<file path="config.mk">
export PLATFORM = sky130hd
export DESIGN_NAME = slcdb_host
export DESIGN_NICKNAME = d
export VERILOG_FILES = /design/src/verilog/slcdb_pkg.sv /design/src/verilog/slcdb_fifo_if.sv /design/src/verilog/slcdb_fifo.sv /design/src/verilog/slcdb_host.sv
export SDC_FILE = /design/constraint.sdc
export NUM_CORES = 1
export LEC_CHECK = 0
export ABC_AREA = 1
export BUFFER_PORTS_ARGS = -buffer_cell sky130_fd_sc_hd__buf_2
export CAP_MARGIN = 20
export CORE_MARGIN = 2
export CORE_UTILIZATION = 52
export CTS_CLUSTER_DIAMETER = 100
export DETAILED_ROUTE_END_ITERATION = 10
export HOLD_SLACK_MARGIN = 0.15
export PLACE_DENSITY = 0.8
export SLEW_MARGIN = 0
export SYNTH_ARGS = -nofsm -noshare
export SYNTH_HDL_FRONTEND = slang
export SYNTH_SLANG_ARGS = --single-unit
</file>
<file path="constraint.sdc">
create_clock -name clock -period 4.9 [get_ports clock]
set_clock_uncertainty 0.2 [all_clocks]
set_input_delay 0.98 -clock clock [delete_from_list [all_inputs] [get_ports clock]]
set_output_delay 0.98 -clock clock [all_outputs]
set_load 0.01 [all_outputs]
</file>
<file path="src/verilog/slcdb_pkg.sv">
`default_nettype none
package slcdb_pkg;

  // serial timing
  localparam int CLOCK_HZ = 10_000_000;
  localparam int BAUD_RATE = 9600;
  localparam int BAUD_CYCLES = CLOCK_HZ / BAUD_RATE;
  localparam int FRAME_BITS = 10;

  // register byte offsets
  localparam logic [3:0] REG_CMD = 4'h0;
  localparam logic [3:0] REG_STATUS = 4'h4;
  localparam logic [3:0] REG_CTRL = 4'h8;
  localparam logic [3:0] REG_PAIRS = 4'hc;

  // command word fields
  localparam int CMD_ARG_LSB = 0;
  localparam int CMD_ROW_LSB = 8;
  localparam int CMD_OP_LSB = 10;
  localparam int CMD_W = 12;

  // control and status bits
  localparam int CTRL_EN_BIT = 0;
  localparam int CTRL_CLRERR_BIT = 1;
  localparam int STAT_BUSY_BIT = 0;
  localparam int STAT_EMPTY_BIT = 1;
  localparam int STAT_FULL_BIT = 2;
  localparam int STAT_ERR_BIT = 3;
  localparam logic CTRL_EN_RESET = 1'b0;

  // axi responses
  localparam logic [1:0] RESP_OKAY = 2'h0;
  localparam logic [1:0] RESP_SLVERR = 2'h2;

  // lcd command values
  localparam int INIT_LEN = 8;
  localparam int MAX_COL = 19;
  localparam logic [7:0] LCD_CLEAR = 8'h01;

  typedef enum logic [1:0] {
    OP_CURSOR,
    OP_CHAR,
    OP_CLEAR,
    OP_INIT
  } slcdb_op_t;

  typedef enum logic {
    S_IDLE,
    S_SEND
  } slcdb_seq_t;

  function automatic logic [7:0] initByte(input logic [2:0] idx);
    case (idx)
      3'h0, 3'h1, 3'h2: initByte = 8'h30;
      3'h3: initByte = 8'h38;
      3'h4: initByte = 8'h08;
      3'h5: initByte = 8'h01;
      3'h6: initByte = 8'h06;
      default: initByte = 8'h0c;
    endcase
  endfunction

  function automatic logic [7:0] rowBase(input logic [1:0] row);
    case (row)
      2'h0: rowBase = 8'h80;
      2'h1: rowBase = 8'hc0;
      2'h2: rowBase = 8'h94;
      default: rowBase = 8'hd4;
    endcase
  endfunction

endpackage
`default_nettype wire

</file>
<file path="src/verilog/slcdb_fifo_if.sv">
`timescale 1ns/10ps
`default_nettype none
interface slcdb_fifo_if #(parameter int WIDTH = 12);
  logic wValid;
  logic wReady;
  logic [WIDTH-1:0] wData;
  logic rValid;
  logic rReady;
  logic [WIDTH-1:0] rData;
  modport src (output wValid, output wData, input wReady,
               input rValid, input rData, output rReady);
  modport buffer (input wValid, input wData, output wReady,
                  output rValid, output rData, input rReady);
endinterface
`default_nettype wire

</file>
<file path="src/verilog/slcdb_fifo.sv">
`timescale 1ns/10ps
`default_nettype none
module slcdb_fifo #(
  parameter int WIDTH = 12,
  parameter int DEPTH = 8
) (
  // clock and reset
  input wire logic clock,
  input wire logic rst_n,
  // both sides
  slcdb_fifo_if.buffer port
);
  localparam int PW = $clog2(DEPTH);
  localparam int CW = $clog2(DEPTH + 1);

  logic [WIDTH-1:0] mem [DEPTH];
  logic [PW-1:0] wrPtr;
  logic [PW-1:0] rdPtr;
  logic [CW-1:0] count;
  logic outValid;
  logic [WIDTH-1:0] outData;
  logic push;
  logic popMem;

  assign port.wReady = (count != CW'(DEPTH));
  assign port.rValid = outValid;
  assign port.rData = outData;
  assign push = port.wValid && port.wReady;
  // output stage refills from memory when empty or being drained
  assign popMem = (count != '0) && (!outValid || port.rReady);

  always_ff @(posedge clock) begin
    if (push) begin
      mem[wrPtr] <= port.wData;
    end
  end

  always_ff @(posedge clock) begin
    if (!rst_n) begin
      wrPtr <= '0;
      rdPtr <= '0;
      count <= '0;
    end else begin
      if (push) begin
        wrPtr <= PW'(wrPtr + 1'b1);
      end
      if (popMem) begin
        rdPtr <= PW'(rdPtr + 1'b1);
      end
      if (push && !popMem) begin
        count <= CW'(count + 1'b1);
      end else if (!push && popMem) begin
        count <= CW'(count - 1'b1);
      end
    end
  end

  always_ff @(posedge clock) begin
    if (!rst_n) begin
      outValid <= 1'b0;
      outData <= '0;
    end else if (popMem) begin
      outValid <= 1'b1;
      outData <= mem[rdPtr];
    end else if (port.rReady) begin
      outValid <= 1'b0;
    end
  end
endmodule
`default_nettype wire

</file>
<file path="src/verilog/slcdb_host.sv">
// Notes on behaviour
// - send 9600 baud, start, eight bits, stop
// - always control frame then data frame
// - control bit1 select, bit2 strobe; data bits
// - byte with strobe low, high, then low
// - init sends eight fixed bytes, select low
// - clear sends 0x01 with select low
// - character write uses select high
// - cursor value is row base plus column
// - reject rows above 3, columns above 19
// - cursor command sets location first
// - character command writes at current location
// - clear command issues clear sequence
// - queued commands execute in order
`timescale 1ns/10ps
`default_nettype none
module slcdb_host import slcdb_pkg::*; #(
  parameter int ADDR_W = 4,
  parameter int FIFO_DEPTH = 8
) (
  // clock and reset
  input wire logic clock,
  input wire logic rst_n,
  // axi4-lite write address
  input wire logic [ADDR_W-1:0] s_axi_awaddr,
  input wire logic s_axi_awvalid,
  output logic s_axi_awready,
  // axi4-lite write data
  input wire logic [31:0] s_axi_wdata,
  input wire logic [3:0] s_axi_wstrb,
  input wire logic s_axi_wvalid,
  output logic s_axi_wready,
  // axi4-lite write response
  output logic [1:0] s_axi_bresp,
  output logic s_axi_bvalid,
  input wire logic s_axi_bready,
  // axi4-lite read address
  input wire logic [ADDR_W-1:0] s_axi_araddr,
  input wire logic s_axi_arvalid,
  output logic s_axi_arready,
  // axi4-lite read data
  output logic [31:0] s_axi_rdata,
  output logic [1:0] s_axi_rresp,
  output logic s_axi_rvalid,
  input wire logic s_axi_rready,
  // serial line to the bridge
  output logic serialTx
);

  function automatic logic isMapped(input logic [ADDR_W-1:0] addr);
    isMapped = (addr == ADDR_W'(REG_CMD)) || (addr == ADDR_W'(REG_STATUS))
            || (addr == ADDR_W'(REG_CTRL)) || (addr == ADDR_W'(REG_PAIRS));
  endfunction

  // op field of a queued command word
  function automatic slcdb_op_t cmdOp(input logic [CMD_W-1:0] word);
    cmdOp = slcdb_op_t'(word[CMD_OP_LSB +: 2]);
  endfunction

  // the queue's output register holds one word beyond its depth
  slcdb_fifo_if #(.WIDTH(CMD_W)) cmdQ ();

  slcdb_fifo #(
    .WIDTH(CMD_W),
    .DEPTH(FIFO_DEPTH)
  ) u_fifo (
    .clock(clock),
    .rst_n(rst_n),
    .port(cmdQ.buffer)
  );

  // register state
  logic enable;
  logic rangeErr;
  logic [15:0] pairCount;
  logic ctrlWrite;

  // write channel state
  logic haveAw;
  logic haveW;
  logic [ADDR_W-1:0] wrAddr;
  logic [31:0] wrData;
  logic [3:0] wrStrb;
  logic wrReady;
  logic doWrite;

  // sequencer state
  slcdb_seq_t seqState;
  slcdb_op_t curOp;
  logic [7:0] curArg;
  logic [1:0] curRow;
  logic [2:0] byteIdx;
  logic [1:0] phase;
  logic dataHalf;
  logic txGo;
  logic [7:0] frameByte;
  logic [7:0] lcdByte;
  logic [2:0] lastIdx;
  logic rsLevel;
  logic strobeLevel;
  logic accept;
  logic badCursor;

  // transmitter state
  logic txBusy;
  logic [$clog2(BAUD_CYCLES)-1:0] baudCnt;
  logic [3:0] bitCnt;
  logic [8:0] shift;
  logic baudTick;

  // ---------------- axi write ----------------
  // a command write waits for room in the queue; that is the back-pressure
  assign wrReady = (wrAddr != ADDR_W'(REG_CMD)) || cmdQ.wReady;
  assign doWrite = haveAw && haveW && !s_axi_bvalid && wrReady;
  assign cmdQ.wValid = haveAw && haveW && !s_axi_bvalid
                    && (wrAddr == ADDR_W'(REG_CMD));
  assign cmdQ.wData = wrData[CMD_W-1:0];
  // a control write that carries byte lane 0
  assign ctrlWrite = doWrite && (wrAddr == ADDR_W'(REG_CTRL)) && wrStrb[0];

  // ready pulses for one cycle, one write in flight at a time
  always_ff @(posedge clock) begin
    if (!rst_n) begin
      s_axi_awready <= 1'b0;
      haveAw <= 1'b0;
      wrAddr <= '0;
    end else begin
      s_axi_awready <= !s_axi_awready && s_axi_awvalid && !haveAw
                    && !s_axi_bvalid;
      if (s_axi_awvalid && s_axi_awready) begin
        haveAw <= 1'b1;
        wrAddr <= s_axi_awaddr;
      end else if (doWrite) begin
        haveAw <= 1'b0;
      end
    end
  end

  always_ff @(posedge clock) begin
    if (!rst_n) begin
      s_axi_wready <= 1'b0;
      haveW <= 1'b0;
      wrData <= 32'h0000_0000;
      wrStrb <= 4'h0;
    end else begin
      s_axi_wready <= !s_axi_wready && s_axi_wvalid && !haveW
                   && !s_axi_bvalid;
      if (s_axi_wvalid && s_axi_wready) begin
        haveW <= 1'b1;
        wrData <= s_axi_wdata;
        wrStrb <= s_axi_wstrb;
      end else if (doWrite) begin
        haveW <= 1'b0;
      end
    end
  end

  always_ff @(posedge clock) begin
    if (!rst_n) begin
      s_axi_bvalid <= 1'b0;
      s_axi_bresp <= RESP_OKAY;
    end else if (doWrite) begin
      s_axi_bvalid <= 1'b1;
      s_axi_bresp <= isMapped(wrAddr) ? RESP_OKAY : RESP_SLVERR;
    end else if (s_axi_bready) begin
      s_axi_bvalid <= 1'b0;
    end
  end

  always_ff @(posedge clock) begin
    if (!rst_n) begin
      enable <= CTRL_EN_RESET;
    end else if (ctrlWrite) begin
      enable <= wrData[CTRL_EN_BIT];
    end
  end

  // a new range fault wins over a clear in the same cycle
  always_ff @(posedge clock) begin
    if (!rst_n) begin
      rangeErr <= 1'b0;
    end else if (accept && badCursor) begin
      rangeErr <= 1'b1;
    end else if (ctrlWrite && wrData[CTRL_CLRERR_BIT]) begin
      rangeErr <= 1'b0;
    end
  end

  // ---------------- axi read ----------------
  always_ff @(posedge clock) begin
    if (!rst_n) begin
      s_axi_arready <= 1'b0;
      s_axi_rvalid <= 1'b0;
      s_axi_rdata <= 32'h0000_0000;
      s_axi_rresp <= RESP_OKAY;
    end else begin
      s_axi_arready <= !s_axi_arready && s_axi_arvalid && !s_axi_rvalid;
      // status is taken at the address handshake
      if (s_axi_arvalid && s_axi_arready) begin
        s_axi_rvalid <= 1'b1;
        s_axi_rresp <= isMapped(s_axi_araddr) ? RESP_OKAY : RESP_SLVERR;
        s_axi_rdata <= 32'h0000_0000;
        if (s_axi_araddr == ADDR_W'(REG_STATUS)) begin
          s_axi_rdata[STAT_BUSY_BIT] <= (seqState != S_IDLE) || txBusy;
          s_axi_rdata[STAT_EMPTY_BIT] <= !cmdQ.rValid;
          s_axi_rdata[STAT_FULL_BIT] <= !cmdQ.wReady;
          s_axi_rdata[STAT_ERR_BIT] <= rangeErr;
        end else if (s_axi_araddr == ADDR_W'(REG_CTRL)) begin
          s_axi_rdata[CTRL_EN_BIT] <= enable;
        end else if (s_axi_araddr == ADDR_W'(REG_PAIRS)) begin
          s_axi_rdata[15:0] <= pairCount;
        end
      end else if (s_axi_rready) begin
        s_axi_rvalid <= 1'b0;
      end
    end
  end

  // ---------------- sequencer ----------------
  assign accept = (seqState == S_IDLE) && enable && cmdQ.rValid;
  assign cmdQ.rReady = accept;
  // a rejected cursor is popped and dropped without sending a frame
  assign badCursor = (cmdOp(cmdQ.rData) == OP_CURSOR)
                  && (cmdQ.rData[CMD_ARG_LSB +: 8] > 8'(MAX_COL));

  always_comb begin
    unique case (curOp)
      OP_CURSOR: lcdByte = 8'(rowBase(curRow) + curArg);
      OP_CHAR: lcdByte = curArg;
      OP_CLEAR: lcdByte = LCD_CLEAR;
      OP_INIT: lcdByte = initByte(byteIdx);
    endcase
  end

  assign lastIdx = (curOp == OP_INIT) ? 3'(INIT_LEN - 1) : 3'h0;
  assign rsLevel = (curOp == OP_CHAR);
  assign strobeLevel = (phase == 2'h1);
  // control frame first, then the byte; bit 1 on the wire is bit 0 here
  assign frameByte = dataHalf ? lcdByte
                   : {6'h00, strobeLevel, rsLevel};

  always_ff @(posedge clock) begin
    if (!rst_n) begin
      seqState <= S_IDLE;
      curOp <= OP_CURSOR;
      curArg <= 8'h00;
      curRow <= 2'h0;
      byteIdx <= 3'h0;
      phase <= 2'h0;
      dataHalf <= 1'b0;
      txGo <= 1'b0;
    end else begin
      txGo <= 1'b0;
      unique case (seqState)
        S_IDLE: begin
          if (accept && !badCursor) begin
            curOp <= cmdOp(cmdQ.rData);
            curArg <= cmdQ.rData[CMD_ARG_LSB +: 8];
            curRow <= cmdQ.rData[CMD_ROW_LSB +: 2];
            byteIdx <= 3'h0;
            phase <= 2'h0;
            dataHalf <= 1'b0;
            seqState <= S_SEND;
          end
        end
        S_SEND: begin
          // launch the next frame once the line is free
          if (!txBusy && !txGo) begin
            txGo <= 1'b1;
            dataHalf <= !dataHalf;
            if (dataHalf) begin
              // strobe low, high, low around each byte
              if (phase == 2'h2) begin
                phase <= 2'h0;
                byteIdx <= 3'(byteIdx + 1'b1);
                if (byteIdx == lastIdx) begin
                  seqState <= S_IDLE;
                end
              end else begin
                phase <= 2'(phase + 1'b1);
              end
            end
          end
        end
      endcase
    end
  end

  // frame byte is held in goByte at launch, since the sequencer moves on before the transmitter loads it on txGo
  logic [7:0] goByte;
  always_ff @(posedge clock) begin
    if (!rst_n) begin
      goByte <= 8'h00;
      pairCount <= 16'h0000;
    end else if (seqState == S_SEND && !txBusy && !txGo) begin
      goByte <= frameByte;
      if (dataHalf) begin
        pairCount <= 16'(pairCount + 1'b1);
      end
    end
  end

  // ---------------- transmitter ----------------
  // the divisor truncates, so each bit runs slightly short
  assign baudTick = (baudCnt == ($clog2(BAUD_CYCLES))'(BAUD_CYCLES - 1));

  always_ff @(posedge clock) begin
    if (!rst_n) begin
      serialTx <= 1'b1;
      txBusy <= 1'b0;
      baudCnt <= '0;
      bitCnt <= 4'h0;
      shift <= 9'h1ff;
    end else if (txGo) begin
      serialTx <= 1'b0;
      txBusy <= 1'b1;
      baudCnt <= '0;
      bitCnt <= 4'h0;
      shift <= {1'b1, goByte};
    end else if (txBusy) begin
      if (baudTick) begin
        baudCnt <= '0;
        if (bitCnt == 4'(FRAME_BITS - 1)) begin
          txBusy <= 1'b0;
        end else begin
          serialTx <= shift[0];
          shift <= {1'b1, shift[8:1]};
          bitCnt <= 4'(bitCnt + 1'b1);
        end
      end else begin
        baudCnt <= ($clog2(BAUD_CYCLES))'(baudCnt + 1'b1);
      end
    end
  end

endmodule
`default_nettype wire

</file>
# --- After elaboration in Yosys (flattened, before gate mapping) ---
# Memories as Yosys holds them, arrays and structs flattened. A register that Yosys moved wholly into a read port is not among the register bits.
# Cells that the tools add are included.
op_classes:
  order_cmp: 1
  eq_ne: 28
  n_mux: 61
  reduce_logical: 82
  add_sub_neg: 10
  n_bitwise: 3
ops:
  columns: ["op", "n"]
  rows:
  - ["$mux W8", 6]
  - ["$pmux W8 S4", 1]
  - ["$logic_and A1 B1 Y1", 30]
  - ["$mux W1", 30]
  - ["$pmux W6 S5", 1]
  - ["$pmux W7 S3", 1]
  - ["$eq A4 B4 Y1 const B", 5]
  - ["$reduce_bool A2 Y1", 9]
  - ["$add A16 B1 Y16 const B", 1]
  - ["$logic_not A1 Y1", 16]
  - ["$mux W16", 1]
  - ["$mux W15", 1]
  - ["$mux W3", 5]
  - ["$mux W12", 1]
  - ["$mux W2", 6]
  - ["$mux W4", 3]
  - ["$add A11 B1 Y11 const B", 1]
  - ["$eq A11 B11 Y1 const B", 1]
  - ["$mux W11", 1]
  - ["$add A3 B1 Y3 const B", 3]
  - ["$eq A3 B3 Y1 const B", 3]
  - ["$logic_or A1 B1 Y1", 9]
  - ["$reduce_and A3 Y1", 3]
  - ["$add A4 B1 Y4 const B", 2]
  - ["25 further kinds", 45]
word_totals:
  mem_count: 1
  input_bits: 51
  ramBits: 96
  regBits: 126
  word_cells: 220
memory_table:
  columns: ["name", "words", "width", "read_ports", "rd_ports_with_merged_regs", "wr", "line_no", "rtl"]
  rows:
  - ["u_fifo.mem", 8, 12, 1, 1, 1, "slcdb_fifo.sv:16", "logic [WIDTH-1:0] mem [DEPTH];"]

# --- Depth between registers and ports, before layout ---
logic_depth:
  word_depth: 8
  mapped_depth: 14
  ltp_nobuf: 13

# --- By module ---
# Synthesis repeated with hierarchy kept, for this count alone.
unflattened:
  hier_cells: 1270
  hier_area_um2: 10545.1
by_module_without_submodules:
  columns: ["mod", "area_each_um2", "n_inst", "cells_per_inst"]
  rows:
  - ["slcdb_host", 5467.7, 1, 760]
  - ["slcdb_fifo", 5077.4, 1, 510]

# --- Least setup slack after synthesis ---
# OpenSTA, ideal clock, no wires.
synth_path:
  path_type: "flip-flop to flip-flop"
  from: "register s_axi_bvalid"
  to: "memory u_fifo.mem[0][0], enable pin"
  arrival_ps: 1877
  slack_ps: 2427
  synth_period_minus_slack_ps: 2473
  required_ps: 4304
  path_buffers: 0
  path_stages_with_launch: 9
  cell_sequence: "dfxtp_1 inv_2 nand3_1 inv_1 nand2_2 nor2_4 inv_2 or2_4 nor3_1"
synth_via:
  elab_chain_len: 6
synth_rtl:
  columns: ["element", "line_no", "rtl"]
  rows:
  - ["from (decl)", "slcdb_host.sv:35", "output logic s_axi_bvalid,"]
  - ["from (signal assigned)", "slcdb_host.sv:160", "s_axi_bvalid <= 1'b0;"]
  - ["from (signal assigned)", "slcdb_host.sv:163", "s_axi_bvalid <= 1'b1;"]
  - ["from (signal assigned)", "slcdb_host.sv:166", "s_axi_bvalid <= 1'b0;"]
  - ["$logic_not A1 Y1", "slcdb_host.sv:115", "assign cmdQ.wValid = haveAw && haveW && !s_axi_bvalid"]
  - ["$logic_and A1 B1 Y1", "slcdb_host.sv:115", null]
  - ["$logic_and A1 B1 Y1", "slcdb_host.sv:116", "&& (wrAddr == ADDR_W'(REG_CMD));"]
  - ["$logic_and A1 B1 Y1", "slcdb_fifo.sv:28", "assign push = port.wValid && port.wReady;"]
  - ["via u_fifo.push", "slcdb_fifo.sv:22", "logic push;"]
  - ["$mux W1", "slcdb_fifo.sv:33", "if (push) begin"]
  - ["$mux W1 (implied by the code)", "slcdb_fifo.sv:34", "mem[wrPtr] <= port.wData;"]
  - ["to (decl)", "slcdb_fifo.sv:16", null]
# The timed path passes the listed nets, and every way through them passes these cells.

# --- Worst setup path in the final report ---
layout_path:
  from: "register seqState"
  to: "register u_fifo.count[3]"
layout_via:
  elab_chain_len: 8
  elab_cells_between_ends: 10
  cone_classes: "mux: 1; bitwise: 1; reduce/logical: 8"
layout_rtl:
  columns: ["element", "line_no", "rtl"]
  rows:
  - ["from (decl)", "slcdb_host.sv:88", "slcdb_seq_t seqState;"]
  - ["from (signal assigned)", "slcdb_host.sv:244", "seqState <= S_IDLE;"]
  - ["from (signal assigned)", "slcdb_host.sv:263", "seqState <= S_SEND;"]
  - ["from (signal assigned)", "slcdb_host.sv:277", "seqState <= S_IDLE;"]
  - ["$not A1 Y1 *", null, null]
  - ["$logic_and A1 B1 Y1 * (2 in series)", "slcdb_host.sv:220", "assign accept = (seqState == S_IDLE) && enable && cmdQ.rValid;"]
  - ["$logic_or A1 B1 Y1 *", "slcdb_fifo.sv:30", "assign popMem = (count != '0) && (!outValid || port.rReady);"]
  - ["$logic_and A1 B1 Y1 *", "slcdb_fifo.sv:30", null]
  - ["$logic_not A1 Y1", "slcdb_fifo.sv:50", "if (push && !popMem) begin"]
  - ["$logic_and A1 B1 Y1", "slcdb_fifo.sv:50", null]
  - ["$mux W4 or $reduce_bool A2 Y1 (tied branches)", null, null]
  - ["to (signal assigned)", "slcdb_fifo.sv:51", "count <= CW'(count + 1'b1);"]
  - ["to (signal assigned)", "slcdb_fifo.sv:53", "count <= CW'(count - 1'b1);"]
  - ["to (decl)", "slcdb_fifo.sv:19", "logic [CW-1:0] count;"]
# Mark *: on every way between the ends. The rest lies on a longest branch, timed or not.
# A chain may end at the register's enable or synchronous reset.

==> run metrics <==
met3 Usage GRT=under 10%; H-tree Lvls=1; Final period util=just over 50%; clock group share of total power=38.9%; type of origin of the critical path=flip-flop; synthesis warning total=0; die height=144 microns; layout cells sized above 1=11.1%; Post-CTS Resized=0; RSZ-0062 raised after global routing=false; Die X=144 microns; most common cell in the netlist=nor2_1; Worst EP arrival=about 2.8 ns; Max-Cap Viols=0; row cnt=between 50 and 60; Placeable Area=roughly 19,000 sq um; CTS tree=done; Fin Setup TNS=0 ns; die area=20,700 sq um; P_sw=~1.3 mW; starting density of the core=between 50% and 60%; Cells after Synth=1,174; simple-gate area share of the yosys netlist=22.5%; met1 GRT Util=about a quarter; wire length per cell=about 14 microns; Post-Synth XOR/XNOR Area=under 10%; area of the multi-input gates=around 4000 sq um; Setup Crit Path Kind=flip-flop to flip-flop; n_diodes=0; Synth cell types=45; Critical Path RT=a little over 5 ns; largest net degree at the start of global routing=51; worst min path class=flip-flop to flip-flop; DRC errors left=0; fill count=around 1,600; final RePlAce weighted congestion=0.823; top cells by count, synth=nor2_1, nand2_1, dfxtp_1; largest family of logic cells by synthesized area=simple AND/OR/NAND/NOR gates; Worst VDD drop=0.315 mV; leading register cell type out of synthesis=dfxtp_1; mean post-synth cell area=slightly below 9 sq um; GRT Overall Usage=around a fifth; Leak=about 4.5 nW; number of global-route vias before repair=7,124; #FFs+latches synth=232; Slew HR=46.1%; worst-margin pin slew=approximately 0.81 ns; Post-CTS Setup Inserts=0; DP HPWL=~13 mm; Syn Std Cell Area=between 10,000 and 15,000 sq um; CTS Buf Count=24; CP cell instances=inv_2, nand2_1, nand2_2, nand2_4, ha_1, inv_1, ha_1, a21oi_1, and2_1, xor2_1, nand2_1, a21oi_1; post-route ant nets=0; gr ovfl total=0; register area share after synthesis=a little over half; Yosys top cell area share=~28%; Final Max Slew Viols=0; Inst Count DP=1,449; met2 Use GR=about a third; Final Critical Period=2.53 ns; Comb pwr share=roughly 16%; Crit path largest cell delay=about 0.52 ns; initial antenna violation count=0; switch share=a little over a quarter; top cells by area, synth=edfxtp_1, dfxtp_1, nor2_1; fraction of registers with async set/reset=0%; Internal Dissipation=3.51 mW; register area=roughly 5600 sq um; routed vias/inst=around 5.2; Compound-Gate Fraction of Synth Area=a little under an eighth; mux share of post-synthesis cell area=0%; most crowded layer after global routing=met2; CP Capture Type=flip-flop; CP max stage cell=dfxtp_1; CTS sink count=about 230; routed wire length=~20 mm; Final Setup Violations=0; Seq pwr share=45.1%; Clock Path Buffers=3; I/O Pins=a little over 90; Final Hold Vio Count=0; adder-cell share of the synthesized area=2.53%; clk slew on worst S/H paths=roughly 0.06 ns; Layout Nets=approximately 1,300; Iter 0 DRT Violations=roughly 510; outcome=finished, final reports clean; crit path max fanout=19; Achievable Freq=395 MHz; PD cells=426 nW/um^2; Post-synth EDFFs=96; worst skew pair latency=slightly above 0.5 ns; Vias=between 7,000 and 8,000; root buffer cell=clkbuf_16; cell taking the most area after synthesis=edfxtp_1; hold buffers post-CTS=0; Area Overhead vs Synth=11.3%; Cell Count, Final, Fillers Out=1,493; 1st-pass router iterations=5; first-pass GRT wire length=around 33 mm; Port Buffers=a little over 50
-- cell usage in the layout (no fill, tap or decap), types with 18 or more instances in the layout --
master     instances
clkbuf_16         25
buf_2             51
o21ai_1           29
dfxtp_1          136
nand2_1          167
ha_1              19
nand3_1           94
nor2_1           202
o21ai_0           90
a21oi_1           91
inv_1             81
conb_1            18
edfxtp_1          96
-- power by group through the flow --
| stage | combinational (mW) | clock, mW | sequential (mW) |
|---|---|---|---|
| after floorplan | 0.620 | 0 | 2.20 |
| final | 0.776 | 1.88 | 2.18 |
| after CTS | 0.776 | 1.90 | 2.18 |
| after global placement | 0.736 | 0 | 2.21 |
| after detailed placement | 0.764 | 0 | 2.22 |
| after global routing | 0.883 | 1.98 | 2.19 |
-- registers in the layout, indices dropped and copies added (netlist names), 8 cells and up --
signal,cells
curArg,8
pairCount,16
u_fifo.mem,96
s_axi_rdata,16
goByte,8
u_fifo.port.rData,12
shift,8
wrData,12
baudCnt,11
-- final timing paths --
check	start	to	cells after the start	slack, ns
max	seqState$_SDFF_PN0_	u_fifo.count[3]$_SDFFE_PN0P_	12	2.37
min	s_axi_rvalid$_SDFFE_PN0P_	s_axi_arready$_SDFF_PN0_	1	0.24
max reg2reg	seqState$_SDFF_PN0_	u_fifo.count[3]$_SDFFE_PN0P_	12	2.37
min reg2reg	s_axi_rvalid$_SDFFE_PN0P_	s_axi_arready$_SDFF_PN0_	1	0.24
-- cells by family (layout without fill, tap and decap cells) --
group	Yosys count	count (layout)
XOR/XNOR	13	13
AO/OA/AOI/OAI	225	225
AND/OR/NAND/NOR	520	520
flip-flops	232	232
adder cells (fa/ha/maj)	20	20
buffers and inverters	163	200
other	1	18
-- worst max-delay path, delay by kind of cell (launching register included) --
family                   cells  cell delay, ns
AND/OR/NAND/NOR              5            0.56
adder cells (fa/ha/maj)      2            0.55
flip-flops                   1            0.52
AO/OA/AOI/OAI                2            0.28
buffers and inverters        2            0.20
XOR/XNOR                     1            0.14
-- cell type report --
class	instances	share of cell area, %
well taps	265	2.92
multi-input cells	796	34.3
inverters	93	3.09
flip-flops and latches	232	49.4
repair buffers	63	3.04
clock buffers	34	5.90
clock inverters	10	1.31
-- metrics by stage --
stage               util (%)  hold slack [ns]  power, mW  setup slack [ns]  area (sq um)
global placement        54.5            0.223       2.95              2.33         10500
global route            58.7            0.261       5.05              2.17         11300
CTS                     58.7            0.240       4.86              2.36         11300
finish                  58.7            0.236       4.83              2.37         11300
floorplan                  -            0.219       2.82              2.43         10300
detailed placement      54.5            0.231       2.98              2.29         10500
-- per-layer routing --
metal	vias up	share of wire [%]
li1	3968	-
met1	3594	43
met2	178	50
met3	28	5.0
met4	0	1.4
met5	-	0
(Power assumes the default switching activity.)
